==> src/hdl/sgm_consts.vh <==
`ifndef SGM_CONSTS_VH
`define SGM_CONSTS_VH
// ----------------------------------------------------------------------------
// register indices (byte address = index * 4)
// ----------------------------------------------------------------------------
`define SGM_IDX_CTRL     4'h0
`define SGM_IDX_RSTAT    4'h1
`define SGM_IDX_SWC0     4'h2
`define SGM_IDX_SWC3     4'h5
`define SGM_IDX_IDHI     4'h6
`define SGM_IDX_IDLO     4'h7
`define SGM_IDX_PWR      4'h8
`define SGM_IDX_CLKOUT   4'hA
`define SGM_IDX_ROUTE    4'hB
`define SGM_IDX_PCE      4'hC
`define SGM_IDX_SAHI     4'hD
`define SGM_IDX_SALO     4'hE
// ----------------------------------------------------------------------------
// control register fields and masks
// ----------------------------------------------------------------------------
`define SGM_CTRL_TSD_HI  15
`define SGM_CTRL_TSD_LO  12
`define SGM_CTRL_SERIAL_STOP_CLK_EN  11
`define SGM_CTRL_TC3_IN  9
`define SGM_CTRL_DBGCLK  5
`define SGM_CTRL_SOFT_RESET_TRIGGER   4
`define SGM_CTRL_STOP_HI 3
`define SGM_CTRL_STOP_LO 2
`define SGM_CTRL_WAIT_HI 1
`define SGM_CTRL_WAIT_LO 0
`define SGM_CTRL_MASK    16'hFA2F
`define SGM_CTRL_RST     16'h0000
`define SGM_RSTAT_SWR    5
`define SGM_RSTAT_COP    4
`define SGM_RSTAT_EXT    3
`define SGM_RSTAT_POR    2
`define SGM_PWR_MASK     16'h0003
`define SGM_CLKOUT_MASK  16'h03FF
`define SGM_CLKOUT_RST   16'h0020
`define SGM_ROUTE_MASK   16'hCFFF
`define SGM_PCE_MASK     16'hA055
`define SGM_PCE_I2C      15
`define SGM_PCE_ADC      13
`define SGM_PCE_TMR      6
`define SGM_PCE_SCI      4
`define SGM_PCE_SPI      2
`define SGM_PCE_PWM      0
`define SGM_SAHI_MASK    16'h0003
// ----------------------------------------------------------------------------
// power modes and timing
// ----------------------------------------------------------------------------
`define SGM_MODE_RUN     2'h0
`define SGM_MODE_WAIT    2'h1
`define SGM_MODE_STOP    2'h2
`define SGM_HS_DIV       3
`define SGM_SOFT_RESET_TRIGGER_NS     400
`define SGM_CLK_NS       100
`define SGM_SOFT_RESET_TRIGGER_CYC    ((`SGM_SOFT_RESET_TRIGGER_NS + `SGM_CLK_NS - 1) / `SGM_CLK_NS)
`endif

==> src/hdl/sgm_sys_glue_module.v <==
`include "sgm_consts.vh"
// Function
// - timer channel stop bits 15..12 keep channel clocks running in Stop
// - serial stop bit 11 keeps the serial unit clock running in Stop
// - bit 9 feeds timer ch3 from PWM reload sync, else pin routing
// - bit 5 clear: debug clock only while TAP enabled; set: always on
// - writing 1 to bit 4 raises sys_rst_req for RESET_HOLD_CYC cycles to request a reset
// - stop field low bit 0 lets stop instruction enter Stop; 1 ignores it
// - stop field high bit written 1 locks the field until reset
// - wait field low bit 0 lets wait instruction enter Wait; 1 ignores it
// - wait field high bit written 1 locks the field until reset
// - Stop halts core, system and peripheral clocks except kept ones
// - Wait halts core and unneeded system clock, peripherals keep running
// - Run keeps everything running; exactly three modes Run, Wait, Stop
// - four 16-bit scratch registers cleared only by power-on reset
// - timer and PWM get an optional triple-rate peripheral clock enable
// - clock enable register gates I2C, converter, timer, serial, SPI, PWM
// - short address held as bits 23:22 high and bits 21:6 low
// - control bits 10 and 8..6 read zero, writes ignored
// - reset status shows one cause: power-on, pin, watchdog, software
// - software reset flag set only when no higher cause occurred
module sgm_sys_glue_module #(
  parameter RESET_HOLD_CYC = `SGM_SOFT_RESET_TRIGGER_CYC,
  parameter [15:0] ID_UPPER = 16'h0A5A,     // arbitrary value
  parameter [15:0] ID_LOWER = 16'h5A0A      // arbitrary value
) (
  // clock and the two reset domains
  input  wire        core_clk,
  input  wire        nrst,
  input  wire        por_nrst,
  input  wire        pin_rst_req,
  input  wire        wdog_rst_req,

  // register bus, zero wait states
  input  wire        hsel,
  input  wire [31:0] haddr,
  input  wire [1:0]  htrans,
  input  wire        hwrite,
  input  wire [2:0]  hsize,
  input  wire [31:0] hwdata,
  input  wire        hready,
  output wire        hreadyout,
  output wire        hresp,
  output reg  [31:0] hrdata,

  // core halt handshake and pin-level inputs
  input  wire        core_stop_req,
  input  wire        core_wait_req,
  input  wire        wake_req,
  input  wire        tap_enabled,
  input  wire        pwm_reload_sync,
  input  wire        tmr3_pin_in,
  input  wire        hs_clk_sel,

  // power mode and clock enables
  output reg  [1:0]  power_mode,
  output wire        core_clk_en,
  output wire        sys_clk_en,
  output wire        periph_clk_en,
  output wire        hs_periph_tick,
  output wire [3:0]  tmr_ch_clk_en,
  output wire        serial_clk_en,
  output wire        i2c_clk_en,
  output wire        adc_clk_en,
  output wire        spi_clk_en,
  output wire        pwm_clk_en,
  output wire        dbg_clk_en,

  // routing, reset request and configuration
  output wire        tmr_ch3_in,
  output wire        sys_rst_req,
  output wire [17:0] short_addr_loc,
  output wire [1:0]  regulator_standby,
  output wire [15:0] pin_route,
  output wire [9:0]  clkout_ctl
);
  // --------------------------------------------------------------------------
  // bus address phase capture
  // --------------------------------------------------------------------------
  // bus pipeline state and halt-field lock bits
  reg        wr_pend_q;
  reg [3:0]  wr_idx_q;
  reg        stop_lock_q;
  reg        wait_lock_q;

  // configuration registers
  reg [15:0] ctrl_q;
  reg [15:0] rstat_q;
  reg [15:0] scratch_q [0:3];
  reg [15:0] pwr_q;
  reg [15:0] clkout_q;
  reg [15:0] route_q;
  reg [15:0] pce_q;
  reg [15:0] sahi_q;
  reg [15:0] salo_q;

  // counters
  reg [7:0]  rst_cnt_q;
  reg [1:0]  hs_cnt_q;

  // combinational helper
  reg [15:0] ctrl_d;

  // an access is a selected, non-idle transfer while the bus is ready
  wire       acc    = hsel && hready && htrans[1];
  wire [3:0] a_idx  = haddr[5:2];
  wire       wr_now = wr_pend_q;
  wire [15:0] wdat  = hwdata[15:0];
  wire       sw_rst_fire = wr_now && (wr_idx_q == `SGM_IDX_CTRL) && wdat[`SGM_CTRL_SOFT_RESET_TRIGGER];

  // the slave never stalls: every register answers in the data phase, so
  // the master's second ready sample always falls one edge after the first
  assign hreadyout = 1'b1;                  // zero wait states
  assign hresp     = 1'b0;                  // always OKAY

  // unmapped and reserved indices fall through to zero, so reads never stall
  // index decode used by reads only; writes decode wr_idx_q on their own
  function [15:0] rd_mux;
    input [3:0] idx;
    begin
      if (idx == `SGM_IDX_CTRL) begin
        rd_mux = ctrl_q & `SGM_CTRL_MASK;
      end else if (idx == `SGM_IDX_RSTAT) begin
        rd_mux = rstat_q;
      end else if (idx >= `SGM_IDX_SWC0 && idx <= `SGM_IDX_SWC3) begin
        // scratch words sit at four consecutive indices
        rd_mux = scratch_q[idx[1:0] - 2'h2];
      end else if (idx == `SGM_IDX_IDHI) begin
        rd_mux = ID_UPPER;
      end else if (idx == `SGM_IDX_IDLO) begin
        rd_mux = ID_LOWER;
      end else if (idx == `SGM_IDX_PWR) begin
        rd_mux = pwr_q;
      end else if (idx == `SGM_IDX_CLKOUT) begin
        rd_mux = clkout_q;
      end else if (idx == `SGM_IDX_ROUTE) begin
        rd_mux = route_q;
      end else if (idx == `SGM_IDX_PCE) begin
        rd_mux = pce_q;
      end else if (idx == `SGM_IDX_SAHI) begin
        rd_mux = sahi_q;
      end else if (idx == `SGM_IDX_SALO) begin
        rd_mux = salo_q;
      end else begin
        rd_mux = 16'h0000;                  // unmapped reads zero
      end
    end
  endfunction

  // read data is fetched at the address edge so that it stands through the
  // whole data phase; a write needs hwdata, which only arrives one cycle later
  // address phase: capture write target, register read data
  always @(posedge core_clk or negedge nrst) begin
    if (!nrst) begin
      wr_pend_q <= 1'b0;
      wr_idx_q  <= 4'h0;
      hrdata    <= 32'h0000_0000;
    end else begin
      wr_pend_q <= acc && hwrite;
      wr_idx_q  <= a_idx;
      if (acc && !hwrite) begin
        hrdata <= {16'h0000, rd_mux(a_idx)};
      end
    end
  end

  // --------------------------------------------------------------------------
  // control register with lockable halt-instruction fields
  // --------------------------------------------------------------------------
  // the software reset bit is never stored: it only fires the stretch counter and the reset cause flag
  // below, which is why the bit always reads back as zero
  // next control value; locked fields are kept while the rest updates
  always @* begin
    ctrl_d = ctrl_q;
    if (wr_now && wr_idx_q == `SGM_IDX_CTRL) begin
      ctrl_d = wdat & `SGM_CTRL_MASK & ~(16'h0001 << `SGM_CTRL_SOFT_RESET_TRIGGER);
      // a locked field keeps its stored code; the rest of the word still lands
      if (stop_lock_q) begin
        ctrl_d[`SGM_CTRL_STOP_HI:`SGM_CTRL_STOP_LO] =
          ctrl_q[`SGM_CTRL_STOP_HI:`SGM_CTRL_STOP_LO];
      end
      if (wait_lock_q) begin
        ctrl_d[`SGM_CTRL_WAIT_HI:`SGM_CTRL_WAIT_LO] =
          ctrl_q[`SGM_CTRL_WAIT_HI:`SGM_CTRL_WAIT_LO];
      end
    end
  end

  // lock bits follow the stored high bit of each field; since a locked field
  // keeps that bit set, only nrst can release it again
  // system-reset domain registers (pin, watchdog, software and power-on)
  always @(posedge core_clk or negedge nrst) begin
    if (!nrst) begin
      ctrl_q      <= `SGM_CTRL_RST;
      stop_lock_q <= 1'b0;
      wait_lock_q <= 1'b0;
      pwr_q       <= 16'h0000;
      clkout_q    <= `SGM_CLKOUT_RST;
      route_q     <= 16'h0000;
      pce_q       <= 16'h0000;
      sahi_q      <= 16'h0000;
      salo_q      <= 16'h0000;
    end else begin
      ctrl_q      <= ctrl_d;
      stop_lock_q <= ctrl_d[`SGM_CTRL_STOP_HI];
      wait_lock_q <= ctrl_d[`SGM_CTRL_WAIT_HI];
      // writes to read-only or unmapped indices fall through and are dropped
      if (wr_now) begin
        if (wr_idx_q == `SGM_IDX_PWR && !pwr_q[1]) begin
          pwr_q <= wdat & `SGM_PWR_MASK;    // regulator field locks itself too
        end else if (wr_idx_q == `SGM_IDX_CLKOUT) begin
          clkout_q <= wdat & `SGM_CLKOUT_MASK;
        end else if (wr_idx_q == `SGM_IDX_ROUTE) begin
          route_q <= wdat & `SGM_ROUTE_MASK;
        end else if (wr_idx_q == `SGM_IDX_PCE) begin
          pce_q <= wdat & `SGM_PCE_MASK;
        end else if (wr_idx_q == `SGM_IDX_SAHI) begin
          sahi_q <= wdat & `SGM_SAHI_MASK;
        end else if (wr_idx_q == `SGM_IDX_SALO) begin
          salo_q <= wdat;
        end
      end
    end
  end

  // --------------------------------------------------------------------------
  // power-on domain: scratch registers and reset cause
  // --------------------------------------------------------------------------
  // these processes use por_nrst so that a pin, watchdog or software reset
  // cannot disturb what software left here or the recorded cause
  // scratch survives pin, watchdog and software resets by using por only
  genvar gi;
  generate
    for (gi = 0; gi < 4; gi = gi + 1) begin : g_scr
      always @(posedge core_clk or negedge por_nrst) begin
        if (!por_nrst) begin
          scratch_q[gi] <= 16'h0000;
        end else if (wr_now && wr_idx_q == (`SGM_IDX_SWC0 + gi)) begin
          scratch_q[gi] <= wdat;
        end
      end
    end
  endgenerate

  // a later cause overwrites an older one; only one flag is ever shown,
  // so software always reads the most recent reset
  // one cause only; highest precedence wins when several arrive together
  always @(posedge core_clk or negedge por_nrst) begin
    if (!por_nrst) begin
      rstat_q <= 16'h0001 << `SGM_RSTAT_POR;
    end else if (pin_rst_req) begin
      rstat_q <= 16'h0001 << `SGM_RSTAT_EXT;
    end else if (wdog_rst_req) begin
      rstat_q <= 16'h0001 << `SGM_RSTAT_COP;
    end else if (sw_rst_fire) begin
      rstat_q <= 16'h0001 << `SGM_RSTAT_SWR;
    end
  end

  // limitation: the request is only an output; whoever owns nrst must act on it
  // software reset pulse stretched so the whole part sees it
  always @(posedge core_clk or negedge por_nrst) begin
    if (!por_nrst) begin
      rst_cnt_q <= 8'h00;
    end else if (sw_rst_fire) begin
      rst_cnt_q <= RESET_HOLD_CYC[7:0];
    end else if (rst_cnt_q != 8'h00) begin
      rst_cnt_q <= rst_cnt_q - 8'h01;
    end
  end
  assign sys_rst_req = (rst_cnt_q != 8'h00);

  // --------------------------------------------------------------------------
  // power mode sequencer
  // --------------------------------------------------------------------------
  // stop is checked first so a core that raises both requests lands in Stop,
  // the deeper mode; the unused fourth code falls back to Run
  // the mode is registered, so clock enables change one edge after a request
  // wake returns to run; halt requests honoured only when not blocked
  always @(posedge core_clk or negedge nrst) begin
    if (!nrst) begin
      power_mode <= `SGM_MODE_RUN;
    end else begin
      case (power_mode)
        `SGM_MODE_RUN: begin
          if (core_stop_req && !ctrl_q[`SGM_CTRL_STOP_LO]) begin
            power_mode <= `SGM_MODE_STOP;
          end else if (core_wait_req && !ctrl_q[`SGM_CTRL_WAIT_LO]) begin
            power_mode <= `SGM_MODE_WAIT;
          end
        end
        // both halt modes leave only through a wake request
        `SGM_MODE_WAIT, `SGM_MODE_STOP: begin
          if (wake_req) begin
            power_mode <= `SGM_MODE_RUN;
          end
        end
        default: begin
          power_mode <= `SGM_MODE_RUN;
        end
      endcase
    end
  end

  // --------------------------------------------------------------------------
  // clock gating
  // --------------------------------------------------------------------------
  // run: everything on; wait: core and system clock off, peripherals on;
  // stop: all off except timer channels and the serial unit kept alive
  // enables are decoded straight from registers so they change with the mode;
  // downstream gating cells must latch them on the low clock phase
  wire in_stop = (power_mode == `SGM_MODE_STOP);
  wire in_run  = (power_mode == `SGM_MODE_RUN);
  assign core_clk_en   = in_run;
  assign sys_clk_en    = in_run;                                         // unneeded system clock off
  assign periph_clk_en = !in_stop;

  // shared decode: a peripheral enable that may be kept alive in Stop
  function stop_gate;
    input en;
    input keep;
    begin
      stop_gate = en && (!in_stop || keep);
    end
  endfunction

  generate
    for (gi = 0; gi < 4; gi = gi + 1) begin : g_tmr
      assign tmr_ch_clk_en[gi] = pce_q[`SGM_PCE_TMR] &&
        (!in_stop || ctrl_q[`SGM_CTRL_TSD_LO + gi]);
    end
  endgenerate

  assign serial_clk_en = pce_q[`SGM_PCE_SCI] &&
                         (!in_stop || ctrl_q[`SGM_CTRL_SERIAL_STOP_CLK_EN]);
  assign i2c_clk_en = stop_gate(pce_q[`SGM_PCE_I2C], 1'b0);
  assign adc_clk_en = stop_gate(pce_q[`SGM_PCE_ADC], 1'b0);
  assign spi_clk_en = stop_gate(pce_q[`SGM_PCE_SPI], 1'b0);
  assign pwm_clk_en = stop_gate(pce_q[`SGM_PCE_PWM], 1'b0);

  // last divider count, sized to the counter
  localparam [1:0] HS_LAST = `SGM_HS_DIV - 1;

  // a tick pulse instead of a second clock keeps timer and PWM on core_clk
  // the divider runs even in Stop; only its output is masked
  // triple-rate tick is a one-cycle enable; normal rate is every third tick
  always @(posedge core_clk or negedge nrst) begin
    if (!nrst) begin
      hs_cnt_q <= 2'h0;
    end else if (hs_cnt_q == HS_LAST) begin
      hs_cnt_q <= 2'h0;
    end else begin
      hs_cnt_q <= hs_cnt_q + 2'h1;
    end
  end
  assign hs_periph_tick = !in_stop && (hs_clk_sel || hs_cnt_q == 2'h0);

  // --------------------------------------------------------------------------
  // routing and configuration outputs
  // --------------------------------------------------------------------------
  // debug clock ignores the power mode so a halted core stays reachable
  assign dbg_clk_en = ctrl_q[`SGM_CTRL_DBGCLK] || tap_enabled;
  assign tmr_ch3_in = ctrl_q[`SGM_CTRL_TC3_IN] ? pwm_reload_sync
                                               : tmr3_pin_in;

  // the short-address parts are wired out as stored; unused bits read zero
  // the regulator field locks itself like the halt fields, see the write decode
  assign short_addr_loc    = {sahi_q[1:0], salo_q};
  assign regulator_standby = pwr_q[1:0];
  assign pin_route         = route_q;
  assign clkout_ctl        = clkout_q[9:0];
endmodule

==> config.mk <==
export PLATFORM = sky130hd
export DESIGN_NAME = sgm_sys_glue_module
export DESIGN_NICKNAME = d
export VERILOG_FILES = /design/src/hdl/sgm_sys_glue_module.v
export VERILOG_INCLUDE_DIRS = /design/src /design/src/hdl
export SDC_FILE = /design/constraint.sdc
export NUM_CORES = 1
export LEC_CHECK = 0
export BUFFER_PORTS_ARGS = -buffer_cell sky130_fd_sc_hd__buf_2
export CAP_MARGIN = 20
export CORE_ASPECT_RATIO = 2
export CORE_UTILIZATION = 50
export CTS_CLUSTER_DIAMETER = 50
export DETAILED_ROUTE_END_ITERATION = 7
export PLACE_DENSITY = 0.75
export SLEW_MARGIN = 20
export SYNTH_ARGS = -nofsm -noshare
export SYNTH_HDL_FRONTEND = slang
export SYNTH_SLANG_ARGS = --single-unit
==> constraint.sdc <==
create_clock -name core_clk -period 4.8 [get_ports core_clk]
set_clock_uncertainty 0.2 [all_clocks]
set_input_delay 0.48 -clock core_clk [delete_from_list [all_inputs] [get_ports core_clk]]
set_output_delay 0.48 -clock core_clk [all_outputs]
set_load 0.05 [all_outputs]
==> reports/qor.yml, run 1 <==
status:
  status: "finished, final reports clean"
floorplanning:
  core_area_sq_um: 15400
  boundaryPins: 182
  die_h_microns: 180
  fp-row-count: 64
  die_x_microns: 91.0
  die-area_sq_um: 16400
  initial_utilization_pct: 51.5
sta:
  timing.final.crit_period_ps: 2810
  setup_viol: 0
  fmax_mhz: 356
  slew_headroom_pct: 23.0
  hold_viol: 0
  grt_setup_unrepaired: "no"
  drv_slew: 0
  fin_setup_tns_ps: 0
  worst_pin_slew_ps: 1150
  fin_crit_sh_pct: 58.5
routing:
  vias: 5661
  drtIter0Drc: 385
  dr.pass1.iters: 5
  wl_per_cell_microns: 21.5
  antenna_left: 0
  drc: 0
  routed_wirelength_microns: 20300
  vias_per_cell: 6.00
cts:
  insertion_delay_ps: 420
  cts_setup_buffers: 0
  ctsHoldBuffers: 1
  clkSinkCount: 162
  cts-resized-gates: 0
  numCtsBuffers: 17
  ctsLongestPathBuffers: 2
  clockRootBuffer: "clkbuf_16"
  path_clk_slew_ps: 60
  cts_tree: "yes"
  htree_levels: 4
cells_and_area:
  fin_area_sq_um: 9080
  drive_above_1_share_pct: 38.3
  syn2layout_area_growth_pct: 14.7
  layout.nets: 821
  n_antenna_cell: 0
place:
  place_hpwl_microns: 13600
  port_buffers: 113
  place.gp.congestion: 0.791
  postPlaceCellArea_sq_um: 8470
yosys:
  yosysUniqueCellTypes: 67
  yosys_warnings: 0
  yosys-top-cells-count: "dfrtp_1 (160), mux2_2 (92), buf_4 (29)"
  synthTopCellsByArea: "dfrtp_1 (51%), mux2_2 (13%), mux4_2 (3.4%), buf_4 (2.7%), mux2_1 (2.3%)"
  synth_cells: 633
  synth-edff-count: 0
  synth-main-ff-cell: "dfrtp_1"
  synth.avg_cell_area_sq_um: 12.5
  synth_most_common_cell: "dfrtp_1"
  ys_seq_area_share_pct: 51.2
  yosysTopAreaCell: "dfrtp_1"
  synth_top_area_share_pct: 50.6
  synth_seq_cells: 162
  synth_area_sq_um: 7920
  synthArstFlopShare_pct: 100
power_and_ir_drop:
  p_per_area_nw_per_um2: 446
  cellLeakagePower_nw: 4.25
  ir_drop_uv: 302
grt:
  grt_pass1_vias: 5778
  grt_max_degree: 87
  grt.total_usage_pct: 25.9
  grt_first_pass_wirelength_microns: 32200
  antenna_found_initial: 1
  grt_overflow: 0
critical_path:
  worst_ep_arrival_time_ps: 2930
  required_ps: 4920
  startpoint_type: "primary input"
  crit_type: "primary input to flop"
  cp_max_fo: 37
  cp-end-kind: "flop"
flow_run:
  cap_violations: 0
hold_path:
  hp-class: "primary input to flop"
==> logic make-up after synthesis <==
kind of cell / share of synthesized area (%)
flops: 51.2
mux: 22.1
simple gates: 10.5
compound gates: 9.39
buf+inv: 5.42
xor+xnor: 0.664
fa+ha+maj: 0.632
other cells: 0.0948
==> where the power goes <==
part | internal (mW) | switching, mW | leakage (nW)
Combinational | 0.312 | 0.720 | 1.90
Clock | 0.786 | 0.568 | 0.276
Sequential | 1.53 | 0.135 | 2.08
==> routing by layer <==
layer	GRT usage, %	up-vias	wire length [microns]
li1	-	2456	-
met1	29.6	2893	7400
met2	46.6	265	10900
met3	4.95	47	1200
met4	11.4	0	753
met5	0	-	0
==> worst paths after layout <==
| path | start | slack, ps | to | depth (start not counted) |
|---|---|---|---|---|
| max | haddr[2] | 1990 | hrdata[5] | 5 |
| min | pin_rst_req | 50 | rstat_q[2] | 2 |
| max reg2reg | wr_idx_q[3] | 2210 | scratch_q[34] | 3 |
| min reg2reg | hs_cnt_q[1] | 230 | hs_cnt_q[1] | 1 |
| max in group asynchronous | por_nrst | 2920 | scratch_q[28] | 3 |
| min in group asynchronous | por_nrst | 350 | scratch_q[50] | 2 |
==> sequential cells by signal, indices dropped and copies added (netlist names), 2 cells and up <==
| name | count |
|---|---|
| ctrl_q | 11 |
| rst_cnt_q | 8 |
| pin_route | 14 |
| rstat_q | 4 |
| sahi_q | 2 |
| salo_q | 16 |
| pce_q | 6 |
| clkout_q | 10 |
| hs_cnt_q | 2 |
| pwr_q | 2 |
| scratch_q | 64 |
| hrdata | 16 |
| power_mode | 2 |
| wr_idx_q | 4 |
==> through the flow <==
stage          setup slack [ps]  hold slack [ps]  instances  total power [mW]  util, %
6_report                   1990             46.7        944              4.05     59.1
2_1_floorplan              2190            -15.6        651              2.46        -
4_1_cts                    2020             36.3        943              4.07     59.0
3_5_place_dp               1730              219        910              2.72     55.1
3_3_place_gp               1790              211        910              2.68     55.1
5_1_grt                    1830             55.4        944              4.21     59.1
==> cell type report <==
type                       instances  area, sq um
tap                              198          248
clock buffer                      18          439
clock inverter                    14          151
sequential                       162         4060
timing repair buffer             121          637
fill                            1269         6290
inverter                          13         48.8
multi-input combinational        418         3500
==> worst max-delay path: stages <==
cell and delay [ps]:
buf_2 400, buf_4 360, nor4_2 1000, a2111oi_0 340, a211oi_1 340
==> cells in the final DEF, fill, tap and decap left out, drive strengths merged, types with 4 or more instances in the layout <==
| master | count |
|---|---|
| or2 | 5 |
| ha | 4 |
| mux2i | 11 |
| nand3b | 6 |
| a211oi | 13 |
| nor2 | 31 |
| o21ai | 18 |
| a22o | 4 |
| nand2b | 13 |
| conb | 20 |
| a2111oi | 5 |
| nand4b | 4 |
| buf | 119 |
| o22ai | 4 |
| nand3 | 8 |
| clkbuf | 18 |
| a31o | 4 |
| o31ai | 5 |
| clkinvlp | 5 |
| nor2b | 15 |
| a221oi | 6 |
| a21oi | 24 |
| and3 | 7 |
| inv | 18 |
| xnor2 | 6 |
| dfrtp | 160 |
| o21a | 6 |
| nor3 | 8 |
| mux2 | 118 |
| mux4 | 12 |
| nand2 | 26 |
(Power assumes the default switching activity.)
==> run 2: changes to the inputs <==
Settings changed: ABC_AREA set to 1, CORE_UTILIZATION 50 to 49, PLACE_DENSITY 0.75 to 0.77.
Clock period 4.8 ns to 2.49 ns, I/O delays scaled along.
==> reports/qor.yml, run 2 <==
cts:
  cts_tree: "yes"
  clkSinkCount: 162
  htree_levels: 4
  ctsLongestPathBuffers: 2
  ctsHoldBuffers: 29
  numCtsBuffers: 17
  clockRootBuffer: "clkbuf_16"
  cts-resized-gates: 0
  insertion_delay_ps: 420
  path_clk_slew_ps: 60
  cts_setup_buffers: 0
cells_and_area:
  regMostFlops: "scratch_q"
  drive_above_1_share_pct: 19.1
  largest_reg_flops: 64
  final_common_cell: "nand2_1"
  layout_common_cells: "nand2_1 (204), dfrtp_1 (160), o21ai_0 (135), buf_2 (112), inv_1 (105)"
  syn2layout_area_growth_pct: 22.1
  largestRegisters: "scratch_q: 64 flops, hrdata: 16 flops, salo_q: 16 flops"
  layout.nets: 1125
  fin_area_sq_um: 9220
  n_antenna_cell: 0
critical_path:
  crit_type: "flop to primary output"
  startpoint_type: "flop"
  required_ps: 2040
  cp-end-kind: "primary output"
  cp_max_fo: 8
  worst_ep_arrival_time_ps: 1850
power_and_ir_drop:
  p_comb_share_pct: 21.8
  ir_drop_uv: 494
  cellLeakagePower_nw: 4.51
  p_switching_mw: 2.50
  p_per_area_nw_per_um2: 847
  sw_frac_of_total_pct: 32.1
  power.sequential.fraction_pct: 41.4
  p_int_mw: 5.30
  clkPwrFrac_pct: 36.8
floorplanning:
  initial_utilization_pct: 50.7
  die-area_sq_um: 15900
  die_x_microns: 89.8
  die_h_microns: 178
  core_area_sq_um: 14900
  boundaryPins: 182
  fp-row-count: 63
grt:
  grt_max_degree: 57
  grt.total_usage_pct: 27.2
  grt_overflow: 0
  grt_first_pass_wirelength_microns: 32900
  grt_pass1_vias: 6343
  antenna_found_initial: 0
flow_run:
  cap_violations: 0
yosys:
  synthArstFlopShare_pct: 100
  yosysUniqueCellTypes: 43
  ys_seq_area_share_pct: 53.8
  synth_top_area_share_pct: 53.1
  synthTopCellsByArea: "dfrtp_1 (53%), nand2_1 (10%), o21ai_0 (9.0%), inv_1 (5.2%), nor2_1 (3.3%)"
  synth_cells: 893
  synth_area_sq_um: 7550
  synth_seq_cells: 162
  synth-edff-count: 0
  yosys_warnings: 0
  yosysTopAreaCell: "dfrtp_1"
  synth-main-ff-cell: "dfrtp_1"
  yosys-top-cells-count: "nand2_1 (204), dfrtp_1 (160), o21ai_0 (135)"
  synth.avg_cell_area_sq_um: 8.45
  synth_most_common_cell: "nand2_1"
sta:
  hold_viol: 0
  fin_ws_ps: 191
  fin_crit_sh_pct: 92.3
  fmax_mhz: 435
  setup_viol: 0
  timing.final.crit_period_ps: 2300
  slew_headroom_pct: 63.2
  worst_pin_slew_ps: 546
  drv_slew: 0
  fin_setup_tns_ps: 0
  grt_setup_unrepaired: "no"
routing:
  drtIter0Drc: 565
  wl_per_cell_microns: 16.9
  vias_per_cell: 5.37
  drc: 0
  dr.pass1.iters: 5
  antenna_left: 0
  vias: 6666
  routed_wirelength_microns: 21000
place:
  place_hpwl_microns: 15100
  port_buffers: 113
  postPlaceCellArea_sq_um: 8290
  dp_slack_ps: 545
  place.gp.congestion: 0.916
hold_path:
  hp-class: "primary input to async pin"
status:
  status: "finished, final reports clean"
## run 2: changes by cell type in the layout (fill, tap and decap cells not counted), moves of 27 or more
cell and change:
nand2_1 +178, mux2_2 -91, o21ai_0 +118, dlygate4sd3_1 +27, nor2_1 +34, inv_1 +92
## run 2: layer usage
metal	wire, microns	up-vias	GRT usage [%]	part of all wire [%]
li1	-	3143	-	-
met1	7860	3177	30.2	37
met2	11100	284	49.1	53
met3	1010	62	4.58	4.8
met4	1020	0	15.5	4.8
met5	0	-	0	0
## run 2: path summary, 6_finish.rpt
kind / startpoint / endpoint / slack [ps] / cells past startpoint
setup reg to reg: wr_now / rstat_q[3] / 300 / 6
max in group asynchronous: por_nrst / rstat_q[2] / 1240 / 3
setup / recovery: power_mode[0] / tmr_ch_clk_en[0] / 190 / 6
hold reg to reg: hs_cnt_q[1] / hs_cnt_q[1] / 220 / 1
hold / removal: nrst / salo_q[11] / 110 / 2
min in group core_clk: hready / hrdata[10] / 200 / 6
## run 2: metrics by stage
step                      total power, mW  util (%)  hold slack (ps)  instances
after floorplan                      4.45         -             -247        911
after global placement               4.88      55.6             10.7       1184
after detailed placement             4.92      55.6             14.1       1184
after CTS                            7.82      61.9              120       1241
after global routing                 8.11      61.9              159       1241
final                                7.80      61.9              112       1241
## run 2: power by group through the flow
stage,sequential [mW],clock (mW),combinational (mW)
after floorplan,3.69,0,0.760
after global placement,3.25,0,1.62
after detailed placement,3.27,0,1.65
after CTS,3.23,2.89,1.70
after global routing,3.27,3.00,1.84
final,3.23,2.87,1.70
## run 2: worst max-delay path, cell delays in order, from the launching register on
cell	delay (ps)
dfrtp_1	380
inv_1	90
ha_1	390
inv_1	150
nor2_1	160
nor2_2	50
buf_2	210
## run 2: final cells by class
type	count	area (sq um)
inverters	111	418
clock inverters	10	211
well taps	195	244
repair buffers	163	1040
flip-flops and latches	162	4060
clock buffers	18	429
multi-input cells	582	2820
fillers	1259	5680
## run 2: kinds of logic after synthesis
| group | count (synthesis) | share of synthesized area, % |
|---|---|---|
| AO/OA/AOI/OAI | 226 | 16.3 |
| other | 2 | 0.0995 |
| flip-flops | 162 | 53.8 |
| multiplexers | 1 | 0.149 |
| adder cells (fa/ha/maj) | 4 | 0.663 |
| buffers and inverters | 167 | 9.95 |
| XOR/XNOR | 3 | 0.348 |
| AND/OR/NAND/NOR | 328 | 18.7 |
